--- config.mk ---
export PLATFORM = sky130hd
export DESIGN_NAME = lsc_ch34_msg
export DESIGN_NICKNAME = d
export VERILOG_FILES = /design/src/hdl/lsc_pkg.sv /design/src/hdl/lsc_ch34_msg.sv /design/src/hdl/lsc_sync3.sv /design/src/hdl/lsc_spi_shift.sv
export VERILOG_INCLUDE_DIRS = /design/src /design/src/hdl
export SDC_FILE = /design/constraint.sdc
export NUM_CORES = 1
export LEC_CHECK = 0
export BUFFER_PORTS_ARGS = -buffer_cell sky130_fd_sc_hd__buf_2
export CAP_MARGIN = 20
export CORE_AREA = 5 5 164 119
export CTS_CLUSTER_SIZE = 16
export DETAILED_ROUTE_END_ITERATION = 8
export DIE_AREA = 0 0 169 124
export PLACE_DENSITY = 0.67
export SLEW_MARGIN = 20
export SYNTH_ARGS = -nofsm -noshare
export SYNTH_HDL_FRONTEND = slang
export SYNTH_SLANG_ARGS = --single-unit
--- constraint.sdc ---
create_clock -name clk_sys -period 3.53 [get_ports clk_sys]
set_clock_uncertainty 0.1 [all_clocks]
set_input_delay 0.706 -clock clk_sys [delete_from_list [all_inputs] [get_ports clk_sys]]
set_output_delay 0.706 -clock clk_sys [all_outputs]
set_load 0.02 [all_outputs]
--- src/hdl/lsc_cfg.svh ---
// lsc_cfg.svh: offsets, field positions and reset values of the block
`ifndef LSC_CFG_SVH
`define LSC_CFG_SVH
// ****************************************************************
// serial frame layout
// ****************************************************************
`define LSC_FRAME_BITS   16
`define LSC_CNT_W        5
`define LSC_ID_CH3       5'h0c
`define LSC_ID_CH4       5'h0d
`define LSC_PARITY_ODD   1'b1
`define LSC_SYNC_RST     3'h2
// ****************************************************************
// register word indices, byte address is four times the index
// ****************************************************************
`define LSC_IDX_CTRL     6'h00
`define LSC_IDX_CH3      6'h01
`define LSC_IDX_CH4      6'h02
`define LSC_IDX_STATUS   6'h03
`define LSC_IDX_CLEAR    6'h04
`define LSC_IDX_ENABLE   6'h05
`define LSC_IDX_FRAME    6'h06
// ****************************************************************
// field positions and reset values
// ****************************************************************
`define LSC_CTRL_DIS     0
`define LSC_CTRL_FB      1
`define LSC_CTRL_RST     2'h0
`define LSC_IRQ_FRAME    0
`define LSC_IRQ_PERR     1
`define LSC_IRQ_FAULT    2
`define LSC_IRQ_W        3
`define LSC_IRQ_RST      3'h0
`define LSC_AXI_OKAY     2'h0
`define LSC_AXI_SLVERR   2'h2
`endif

--- src/hdl/lsc_pkg.sv ---
// lsc_pkg: types shared by the ch3/ch4 message block
package lsc_pkg;
  // fault flags of one low-side channel, in response bit order 13..10
  typedef struct packed {
    logic overcurrent_shutdown_flag;
    logic open_load_flag;
    logic overtemp_shutdown_flag;
    logic drain_source_detect_flag;
  } lsc_flags_t;
  // response frame as shifted out
  typedef struct packed {
    logic       parity;
    logic       frame_parity_error_flag;
    lsc_flags_t flags;
    logic [9:0] payload;
  } lsc_resp_t;
  // write frame as received
  typedef struct packed {
    logic       parity;
    logic [4:0] message_identifier;
    logic [9:0] payload;
  } lsc_cmd_t;
  typedef enum logic [1:0] {
    LSC_SPI_IDLE  = 2'h0,
    LSC_SPI_SHIFT = 2'h1,
    LSC_SPI_DONE  = 2'h3
  } lsc_spi_state_t;
  typedef enum logic [1:0] {
    LSC_CH_NONE  = 2'h0,
    LSC_CH_THREE = 2'h1,
    LSC_CH_FOUR  = 2'h2
  } lsc_chan_t;
endpackage

--- src/hdl/lsc_ch34_msg.sv ---
// lsc_ch34_msg: channel 3/4 set-point message decoder and responder
//
// Behaviour
// A write frame has parity in bit 15, the identifier in 14..10 and the payload in 9..0.
// Identifier 01100 addresses channel three and 01101 channel four.
// One regulation-disable bit selects current regulation or plain PWM for both channels.
// With regulation on, all ten payload bits become the channel current target.
// With regulation off, payload bits 9..2 are the duty cycle and bits 1..0 are ignored.
// Response bit 14 is one when the previous frame had bad parity, zero when it was valid.
// Response bit 13 reports an overcurrent shutdown of the channel.
// Response bit 12 reports an open load on the channel.
// Response bit 11 reports an overtemperature shutdown of the channel.
// Response bit 10 reports drain-source detection and causes no shutdown.
// Regulation on, feedback select clear: the payload echoes the stored current target.
// Regulation on, feedback select set: the payload is the regulator output duty.
// Regulation off, feedback select clear: the payload is the duty with bits 1..0 zero.
// Regulation off, feedback select set: the payload is the channel ADC current.
// Both ends use one parity over all 16 bits, odd unless the parameter says otherwise.
// The answer to a frame is shifted out during the following transfer.
`include "lsc_cfg.svh"
module lsc_ch34_msg #(
  parameter logic PARITY_ODD = `LSC_PARITY_ODD
) (
  // clock and reset
  input  wire logic               clk_sys,
  input  wire logic               rst_b,
  // serial pins
  input  wire logic               spi_sclk,
  input  wire logic               spi_cs_b,
  input  wire logic               spi_mosi,
  output logic                    spi_miso,
  output logic                    spi_miso_oe_b,
  // channel state from driver logic
  input  wire lsc_pkg::lsc_flags_t ch3_flags,
  input  wire lsc_pkg::lsc_flags_t ch4_flags,
  input  wire logic [7:0]         ch3_regulator_duty,
  input  wire logic [7:0]         ch4_regulator_duty,
  input  wire logic [9:0]         ch3_adc_current,
  input  wire logic [9:0]         ch4_adc_current,
  // channel settings to driver logic
  output logic                    regulation_disable_ch34,
  output logic                    regulation_feedback_select,
  output logic [9:0]              ch3_current_target,
  output logic [9:0]              ch4_current_target,
  output logic [7:0]              ch3_pwm_duty,
  output logic [7:0]              ch4_pwm_duty,
  // AXI4-Lite slave
  input  wire logic [7:0]         s_axi_awaddr,
  input  wire logic               s_axi_awvalid,
  output logic                    s_axi_awready,
  input  wire logic [31:0]        s_axi_wdata,
  input  wire logic [3:0]         s_axi_wstrb,
  input  wire logic               s_axi_wvalid,
  output logic                    s_axi_wready,
  output logic [1:0]              s_axi_bresp,
  output logic                    s_axi_bvalid,
  input  wire logic               s_axi_bready,
  input  wire logic [7:0]         s_axi_araddr,
  input  wire logic               s_axi_arvalid,
  output logic                    s_axi_arready,
  output logic [31:0]             s_axi_rdata,
  output logic [1:0]              s_axi_rresp,
  output logic                    s_axi_rvalid,
  input  wire logic               s_axi_rready,
  // interrupt
  output logic                    irq
);
  import lsc_pkg::*;

  // ****************************************************************
  // serial front end
  // ****************************************************************
  logic [2:0]              pin_q;
  logic [15:0]             rx_word;
  logic                    rx_len_ok;
  logic                    rx_done;
  lsc_resp_t               resp_word;
  lsc_cmd_t                cmd;
  logic                    frame_ok;

  lsc_sync3 #(.W(3), .RST_VAL(`LSC_SYNC_RST)) u_sync (
    .clk_sys (clk_sys),
    .rst_b   (rst_b),
    .d       ({spi_mosi, spi_cs_b, spi_sclk}),
    .q       (pin_q)
  );

  lsc_spi_shift #(.FRAME_BITS(`LSC_FRAME_BITS)) u_shift (
    .clk_sys   (clk_sys),
    .rst_b     (rst_b),
    .sclk      (pin_q[0]),
    .cs_b      (pin_q[1]),
    .mosi      (pin_q[2]),
    .miso      (spi_miso),
    .miso_oe_b (spi_miso_oe_b),
    .tx_word   (resp_word),
    .rx_word   (rx_word),
    .rx_len_ok (rx_len_ok),
    .rx_done   (rx_done)
  );

  // field split of the received frame
  assign cmd      = lsc_cmd_t'(rx_word);
  // a short or long frame counts as a parity failure too
  assign frame_ok = rx_len_ok && ((^rx_word) == PARITY_ODD);

  // ****************************************************************
  // register state
  // ****************************************************************
  logic [1:0]              ctrl;
  logic [`LSC_IRQ_W-1:0]   irq_status;
  logic [`LSC_IRQ_W-1:0]   irq_enable;
  logic [`LSC_IRQ_W-1:0]   irq_set;
  logic [`LSC_IRQ_W-1:0]   irq_clr;
  logic [15:0]             last_frame;
  logic                    last_perr;

  // single mode bit governs both channels
  assign regulation_disable_ch34    = ctrl[`LSC_CTRL_DIS];
  assign regulation_feedback_select = ctrl[`LSC_CTRL_FB];

  // ****************************************************************
  // message decode and channel storage
  // ****************************************************************
  lsc_chan_t               chan;
  lsc_chan_t               resp_ch;
  logic                    resp_pend;

  // identifier decode, only for frames that passed the checks
  always_comb begin
    chan = LSC_CH_NONE;
    if (frame_ok && cmd.message_identifier == `LSC_ID_CH3) begin
      chan = LSC_CH_THREE;
    end else if (frame_ok && cmd.message_identifier == `LSC_ID_CH4) begin
      chan = LSC_CH_FOUR;
    end
  end

  // set points: current target or duty, depending on the mode bit
  always_ff @(posedge clk_sys or negedge rst_b) begin
    if (!rst_b) begin
      ch3_current_target <= '0;
      ch4_current_target <= '0;
      ch3_pwm_duty       <= '0;
      ch4_pwm_duty       <= '0;
    end else if (rx_done) begin
      if (chan == LSC_CH_THREE && !regulation_disable_ch34) begin
        ch3_current_target <= cmd.payload;
      end
      if (chan == LSC_CH_FOUR && !regulation_disable_ch34) begin
        ch4_current_target <= cmd.payload;
      end
      // low two bits carry no duty information
      if (chan == LSC_CH_THREE && regulation_disable_ch34) begin
        ch3_pwm_duty <= cmd.payload[9:2];
      end
      if (chan == LSC_CH_FOUR && regulation_disable_ch34) begin
        ch4_pwm_duty <= cmd.payload[9:2];
      end
    end
  end

  // frame bookkeeping; response is built one cycle after storage so
  // that the echo already shows the value just written
  always_ff @(posedge clk_sys or negedge rst_b) begin
    if (!rst_b) begin
      resp_pend  <= 1'b0;
      resp_ch    <= LSC_CH_NONE;
      last_perr  <= 1'b0;
      last_frame <= '0;
    end else begin
      resp_pend <= rx_done;
      if (rx_done) begin
        resp_ch    <= chan;
        last_perr  <= !frame_ok;
        last_frame <= rx_word;
      end
    end
  end

  // ****************************************************************
  // response frame
  // ****************************************************************
  lsc_resp_t               next_resp;
  lsc_flags_t              sel_flags;
  logic [9:0]              sel_target;
  logic [7:0]              sel_duty;
  logic [7:0]              sel_reg_duty;
  logic [9:0]              sel_adc;

  // pick the addressed channel; an unknown message reports nothing
  always_comb begin
    sel_flags    = '0;
    sel_target   = '0;
    sel_duty     = '0;
    sel_reg_duty = '0;
    sel_adc      = '0;
    if (resp_ch == LSC_CH_THREE) begin
      sel_flags    = ch3_flags;
      sel_target   = ch3_current_target;
      sel_duty     = ch3_pwm_duty;
      sel_reg_duty = ch3_regulator_duty;
      sel_adc      = ch3_adc_current;
    end else if (resp_ch == LSC_CH_FOUR) begin
      sel_flags    = ch4_flags;
      sel_target   = ch4_current_target;
      sel_duty     = ch4_pwm_duty;
      sel_reg_duty = ch4_regulator_duty;
      sel_adc      = ch4_adc_current;
    end
  end

  // payload by mode and feedback select, then the parity bit
  always_comb begin
    next_resp = '0;
    next_resp.frame_parity_error_flag = last_perr;
    // flags pass straight through; vds is report only      //
    next_resp.flags = sel_flags;
    unique case ({regulation_disable_ch34, regulation_feedback_select})
      2'h0: next_resp.payload = sel_target;
      2'h1: next_resp.payload = {sel_reg_duty, 2'h0};
      2'h2: next_resp.payload = {sel_duty, 2'h0};
      2'h3: next_resp.payload = sel_adc;
    endcase
    next_resp.parity = PARITY_ODD ^ (^next_resp[14:0]);
  end

  // held until the next select loads it into the shifter
  always_ff @(posedge clk_sys or negedge rst_b) begin
    if (!rst_b) begin
      resp_word <= '0;
    end else if (resp_pend) begin
      resp_word <= next_resp;
    end
  end

  // ****************************************************************
  // interrupt events
  // ****************************************************************
  logic                    fault_q;
  logic                    fault_now;

  // overcurrent, open-load and overtemperature faults; drain-source detect is not an alarm
  assign fault_now =
    ch3_flags.overcurrent_shutdown_flag | ch3_flags.open_load_flag |
    ch3_flags.overtemp_shutdown_flag | ch4_flags.overcurrent_shutdown_flag |
    ch4_flags.open_load_flag | ch4_flags.overtemp_shutdown_flag;

  always_comb begin
    irq_set = '0;
    irq_set[`LSC_IRQ_FRAME] = rx_done && frame_ok;
    irq_set[`LSC_IRQ_PERR]  = rx_done && !frame_ok;
    irq_set[`LSC_IRQ_FAULT] = fault_now && !fault_q;
  end

  // sticky status; a new event beats a clear in the same cycle
  always_ff @(posedge clk_sys or negedge rst_b) begin
    if (!rst_b) begin
      fault_q    <= 1'b0;
      irq_status <= `LSC_IRQ_RST;
    end else begin
      fault_q    <= fault_now;
      irq_status <= (irq_status & ~irq_clr) | irq_set;
    end
  end

  assign irq = |(irq_status & irq_enable);

  // ****************************************************************
  // AXI4-Lite slave
  // ****************************************************************
  logic                    aw_held;
  logic                    w_held;
  logic [5:0]              aw_idx;
  logic [31:0]             w_data;
  logic [3:0]              w_strb;
  logic                    wr_fire;
  logic [31:0]             rd_mux;
  logic [1:0]              rd_resp;

  assign s_axi_awready = !aw_held;
  assign s_axi_wready  = !w_held;
  assign s_axi_arready = !s_axi_rvalid;
  assign wr_fire       = aw_held && w_held && !s_axi_bvalid;

  // address and data may arrive in either order
  always_ff @(posedge clk_sys or negedge rst_b) begin
    if (!rst_b) begin
      aw_held      <= 1'b0;
      w_held       <= 1'b0;
      aw_idx       <= '0;
      w_data       <= '0;
      w_strb       <= '0;
      s_axi_bvalid <= 1'b0;
      s_axi_bresp  <= `LSC_AXI_OKAY;
    end else begin
      if (s_axi_awvalid && !aw_held) begin
        aw_held <= 1'b1;
        aw_idx  <= s_axi_awaddr[7:2];
      end
      if (s_axi_wvalid && !w_held) begin
        w_held <= 1'b1;
        w_data <= s_axi_wdata;
        w_strb <= s_axi_wstrb;
      end
      if (wr_fire) begin
        aw_held      <= 1'b0;
        w_held       <= 1'b0;
        s_axi_bvalid <= 1'b1;
        s_axi_bresp  <= (aw_idx > `LSC_IDX_FRAME) ? `LSC_AXI_SLVERR
                                                  : `LSC_AXI_OKAY;
      end else if (s_axi_bready) begin
        s_axi_bvalid <= 1'b0;
      end
    end
  end

  // writable fields sit in byte lane 0
  always_ff @(posedge clk_sys or negedge rst_b) begin
    if (!rst_b) begin
      ctrl       <= `LSC_CTRL_RST;
      irq_enable <= `LSC_IRQ_RST;
    end else if (wr_fire && w_strb[0]) begin
      if (aw_idx == `LSC_IDX_CTRL)   ctrl       <= w_data[1:0];
      if (aw_idx == `LSC_IDX_ENABLE) irq_enable <= w_data[2:0];
    end
  end

  assign irq_clr = (wr_fire && w_strb[0] && aw_idx == `LSC_IDX_CLEAR)
                   ? w_data[2:0] : '0;

  // read decode; the clear register reads as zero
  always_comb begin
    rd_mux  = '0;
    rd_resp = `LSC_AXI_OKAY;
    unique case (s_axi_araddr[7:2])
      `LSC_IDX_CTRL:   rd_mux = {30'h0, ctrl};
      `LSC_IDX_CH3:    rd_mux = {8'h0, ch3_pwm_duty, 6'h0, ch3_current_target};
      `LSC_IDX_CH4:    rd_mux = {8'h0, ch4_pwm_duty, 6'h0, ch4_current_target};
      `LSC_IDX_STATUS: rd_mux = {29'h0, irq_status};
      `LSC_IDX_CLEAR:  rd_mux = '0;
      `LSC_IDX_ENABLE: rd_mux = {29'h0, irq_enable};
      `LSC_IDX_FRAME:  rd_mux = {15'h0, last_perr, last_frame};
      default:         rd_resp = `LSC_AXI_SLVERR;
    endcase
  end

  always_ff @(posedge clk_sys or negedge rst_b) begin
    if (!rst_b) begin
      s_axi_rvalid <= 1'b0;
      s_axi_rdata  <= '0;
      s_axi_rresp  <= `LSC_AXI_OKAY;
    end else if (s_axi_arvalid && !s_axi_rvalid) begin
      s_axi_rvalid <= 1'b1;
      s_axi_rdata  <= rd_mux;
      s_axi_rresp  <= rd_resp;
    end else if (s_axi_rready) begin
      s_axi_rvalid <= 1'b0;
    end
  end
endmodule // lsc_ch34_msg

--- src/hdl/lsc_sync3.sv ---
// lsc_sync3: three-stage pin synchroniser with agreement filter
`include "lsc_cfg.svh"
module lsc_sync3 #(
  parameter int         W       = 3,
  parameter logic [2:0] RST_VAL = `LSC_SYNC_RST
) (
  // clock and reset
  input  wire logic         clk_sys,
  input  wire logic         rst_b,
  // pins in, filtered levels out
  input  wire logic [W-1:0] d,
  output logic      [W-1:0] q
);
  logic [W-1:0] s1;
  logic [W-1:0] s2;
  logic [W-1:0] s3;

  // s1 feeds s2 only; a change counts once s2 and s3 agree
  always_ff @(posedge clk_sys or negedge rst_b) begin
    if (!rst_b) begin
      s1 <= W'(RST_VAL);
      s2 <= W'(RST_VAL);
      s3 <= W'(RST_VAL);
      q  <= W'(RST_VAL);
    end else begin
      s1 <= d;
      s2 <= s1;
      s3 <= s2;
      for (int i = 0; i < W; i++) begin
        if (s2[i] == s3[i]) q[i] <= s3[i];
      end
    end
  end
endmodule // lsc_sync3

--- src/hdl/lsc_spi_shift.sv ---
// lsc_spi_shift: 16-bit full-duplex serial shifter, mode 0
`include "lsc_cfg.svh"
module lsc_spi_shift #(
  parameter int FRAME_BITS = `LSC_FRAME_BITS
) (
  // clock and reset
  input  wire logic                  clk_sys,
  input  wire logic                  rst_b,
  // synchronised pin levels
  input  wire logic                  sclk,
  input  wire logic                  cs_b,
  input  wire logic                  mosi,
  // serial out
  output logic                       miso,
  output logic                       miso_oe_b,
  // frame side
  input  wire logic [FRAME_BITS-1:0] tx_word,
  output logic      [FRAME_BITS-1:0] rx_word,
  output logic                       rx_len_ok,
  output logic                       rx_done
);
  import lsc_pkg::*;
  lsc_spi_state_t              state;
  logic                        sclk_q;
  logic [`LSC_CNT_W-1:0]       cnt;
  logic [FRAME_BITS-1:0]       tx_sr;

  // frame sequencing: select opens, edges shift, deselect closes
  always_ff @(posedge clk_sys or negedge rst_b) begin
    if (!rst_b) begin
      state  <= LSC_SPI_IDLE;
      sclk_q <= 1'b0;
      cnt    <= '0;
      tx_sr  <= '0;
      rx_word <= '0;
    end else begin
      sclk_q <= sclk;
      unique case (state)
        LSC_SPI_IDLE: begin
          if (!cs_b) begin
            state <= LSC_SPI_SHIFT;
            cnt   <= '0;
            tx_sr <= tx_word;
          end
        end
        LSC_SPI_SHIFT: begin
          if (cs_b) begin
            state <= LSC_SPI_DONE;
          end else if (sclk && !sclk_q) begin
            rx_word <= {rx_word[FRAME_BITS-2:0], mosi};
            // saturate so an overlong frame never wraps back to 16
            if (cnt != '1) cnt <= cnt + 1'b1;
          end else if (!sclk && sclk_q) begin
            tx_sr <= {tx_sr[FRAME_BITS-2:0], 1'b0};
          end
        end
        LSC_SPI_DONE: state <= LSC_SPI_IDLE;
        // the unused code falls back to idle
        default:      state <= LSC_SPI_IDLE;
      endcase
    end
  end

  assign miso      = tx_sr[FRAME_BITS-1];
  assign miso_oe_b = (state != LSC_SPI_SHIFT);
  assign rx_done   = (state == LSC_SPI_DONE);
  assign rx_len_ok = (cnt == `LSC_CNT_W'(FRAME_BITS));
endmodule // lsc_spi_shift

==> results by group <==
STA
  • Setup_tns: 0 ps
  • Final setup violation count: 0
  • Final worst slack: ~400 ps
  • Shortest period the worst path allows: 3132 ps
  • RSZ-0062 raised after global routing: false
  • Final period util: between 80% and 90%
  • Max Slew Vio Count: 0
  • Final hold vios: 0
  • Worst slew pin tran: between 900 and 1000 ps
  • Max Clk Rate: roughly 0.32 GHz
  • Slew headroom: approximately a third
  • Hold slack: roughly 81 ps

Synth
  • Ys async rst share: 100.0%
  • Register area share after synthesis: ~55%
  • Post-synthesis simple-gate area fraction: just under 9%
  • Synth Area in XOR/XNOR: 3.609%
  • Post-synth EDFFs: 0
  • Largest family of logic cells by synthesized area: multiplexers
  • Main flop type after synthesis: dfrtp_1
  • Yosys reg bits: about 170
  • Synthesis Warnings: 0
  • Post-synthesis mux area share: around 14%
  • Cells after synthesis: approximately 670
  • Post-Synth Adder-Cell Area: ~1.3%
  • Avg Cell Area, Syn: about 12 um2
  • Unique masters post-synth: between 50 and 60
  • Mapped Area: ~7800 um2
  • Compound-gate portion of the synthesized area: around an eighth

Routing
  • WL met1: around 9600 um
  • Met3 wire length: 1770 um
  • Top layer in use: met4
  • DRT iter0 DRCs: 493
  • Routed wl met2: approximately 8600 um
  • Antenna-violating nets left: 0
  • Via density: ~5.5
  • Post-Route WL: about 20000 um
  • First-pass DRT Iterations: 6
  • WL per Instance: between 15 and 20 um
  • DR DRC count: 0
  • Vias: a little under 6k

Setup path
  • Worst Setup EP: resp_word[15]
  • Crit-path leading delay family: XOR/XNOR gates
  • Slowest CP cell: and2b_1
  • CP arrival: approximately 3400 ps
  • WS Path Type: register to register
  • Critical Path Sink Type: register
  • Largest stage delay, worst path: ~610 ps
  • R2r startpoint: resp_ch[1]
  • Worst path depth: 8
  • CP required: 3780 ps
  • Top cell by count, worst path: xnor3_1
  • Worst path bufs/invs: 1
  • R2r endpoint: resp_word[15]
  • CP cell instances: and2b_1, buf_4, a22oi_1, xnor2_1, xnor3_1, xor2_1, xnor3_1, a21oi_1
  • Worst Reg-to-Reg Cells: 8
  • CP Max Fanout: 17
  • Startpoint types: register
  • Reg2Reg Setup Slack: approximately 400 ps
  • Critical path launch point: resp_ch[1]

Global route
  • GRT Total Usage: between 10% and 20%
  • GR Overflow Total: 0
  • First-pass GRT wire length: about 32000 um
  • Initial antenna violation count: 0
  • Vias in the first global route: 5591
  • Largest net degree at the start of global routing: just under 80

Floorplan
  • I/O pins: 188
  • Die height: roughly 120 um
  • Area of the core: between 15000 and 20000 um2
  • Starting Density: 44.27%
  • # rows: slightly above 40
  • Die ar.: between 20000 and 25000 um2
  • Die W: approximately 170 um

Pwr
  • PwrDens: 698.3 nW/um2
  • Internal: about 4.4 mW
  • Max IR drop VDD: 0.3191 mV
  • Clk pwr share: 29.6%
  • Sequential share of power: 41.5%
  • Pleak: around 4.6 nW
  • P_sw: ~2.2 mW
  • Net Sw Frac: between 30% and 40%
  • Gate power share: 29.0%

Clock tree
  • CTS tree: done
  • Post-CTS Setup Inserts: 0
  • CTS buffer count: 17
  • Hold_buf cts: 0
  • H-tree depth: 4
  • CTS root buf: clkbuf_16
  • Skew-Pair Late Insertion Delay: 430 ps
  • Clock transition at path regs: about 70 ps
  • PostCTS Resize Cnt: 0
  • CTS Buffer Depth: 2
  • Clk sinks: between 150 and 200

Job
  • Max-Cap Viols: 0

Final layout
  • Most frequent cells in the layout: dfrtp_1, buf_2, mux2_2
  • Post-layout util: ~53%
  • Area grow syn2layout: 20.54%
  • Most common cell after layout, fill and taps aside: dfrtp_1
  • Share of post-route cells with drive strength above 1: between 30% and 40%
  • Fin nets: approximately 900
  • ANT cells: 0

Placed design
  • Setup Slack @ Placement: around 450 ps
  • Port-buffer cells: between 100 and 150
  • HPWL Detailed: 14370 um
  • RD Place Congestion: around 0.79

Outcome
  • Status: finished clean

Hold path
  • Min-Delay Path Class: input pin to async pin
worst min path at each step:
stage | start | to | slack (ps)
6_report | rst_b | w_data[2] | 80
5_1_grt | rst_b | w_data[1] | 110
4_1_cts | rst_b | w_data[1] | 90
3_5_place_dp | u_sync.s1[0] | u_sync.s2[0] | 230
3_3_place_gp | u_sync.s1[2] | u_sync.s2[2] | 230
2_1_floorplan | u_sync.s1[0] | u_sync.s2[0] | 230
synthesized netlist by cell type (all sizes together) (3+ instances only):
cell type  count  area [um2]
clkbuf        23       86.33
or4            7       52.55
dfrtp        169        4229
nor2b          5       33.78
nand3          3       15.01
a222oi        11       110.1
nor2          42       165.2
buf           23       147.6
a21oi         33       165.2
a31oi          3       18.77
xnor3          4       90.09
dfstp          4       105.1
xnor2         16       140.1
inv           24       90.09
o21ai         41       205.2
ha             6       75.07
mux2          81       912.1
mux2i         17       170.2
xor2           6       52.55
a22oi         19       142.6
maj3           3       30.03
nand2         59       224.0
a221oi        29       254.0
nor3           7       46.30
worst register-to-register path: stages (launching register included):
cell     delay [ps]
dfrtp_1         390
and2b_1         610
buf_4           360
a22oi_1         160
xnor2_1         360
xnor3_1         400
xor2_1          200
xnor3_1         340
a21oi_1         140
cells by family after synthesis:
kind of cell               Yosys count
AOI/OAI and AO/OA                  147
xor gates and xnor gates            26
adders and majority gates            9
buffers and inverters               70
DFF                                173
muxes                               99
other                                1
and+or+nand+nor                    143
flip-flops by register name, indices dropped and copies added (netlist names), 6 cells and up:
register,cells
last_frame,16
ch3_current_target,10
u_shift.tx_sr,16
aw_idx,6
ch4_current_target,10
ch4_pwm_duty,8
u_shift.rx_word,16
resp_word,16
s_axi_rdata,24
ch3_pwm_duty,8
area by class of cell:
cell class                 instances  area (um2)
clock buffer                      17       425.4
clock inverter                    15       188.9
fill                            1600        8254
inverter                          24       90.09
multi-input combinational        434        3251
sequential                       173        4334
tap                              236       295.3
timing repair buffer             159       859.6
stage by stage:
step | cell area, um2 | power [mW] | instances
global route | 9444 | 6.956 | 1058
detailed placement | 8827 | 4.668 | 1026
CTS | 9442 | 6.637 | 1058
floorplan | 7869 | 4.110 | 677
finish | 9444 | 6.595 | 1058
global placement | 8827 | 4.625 | 1026
routing by layer:
metal  up-vias  global-route usage, %
met5         -                      0
met4         0                  5.882
met3        24                  5.425
met2       219                  28.02
met1      2872                  29.95
li1       2688                      -
power groups by stage:
| stage | clock, mW | sequential (mW) | combinational [mW] |
|---|---|---|---|
| 6_report | 1.95 | 2.74 | 1.91 |
| 5_1_grt | 2.06 | 2.80 | 2.10 |
| 4_1_cts | 1.98 | 2.73 | 1.93 |
| 3_5_place_dp | 0 | 2.76 | 1.91 |
| 3_3_place_gp | 0 | 2.74 | 1.88 |
| 2_1_floorplan | 0 | 2.64 | 1.47 |
Note: power is estimated with default switching activity, not from simulation.
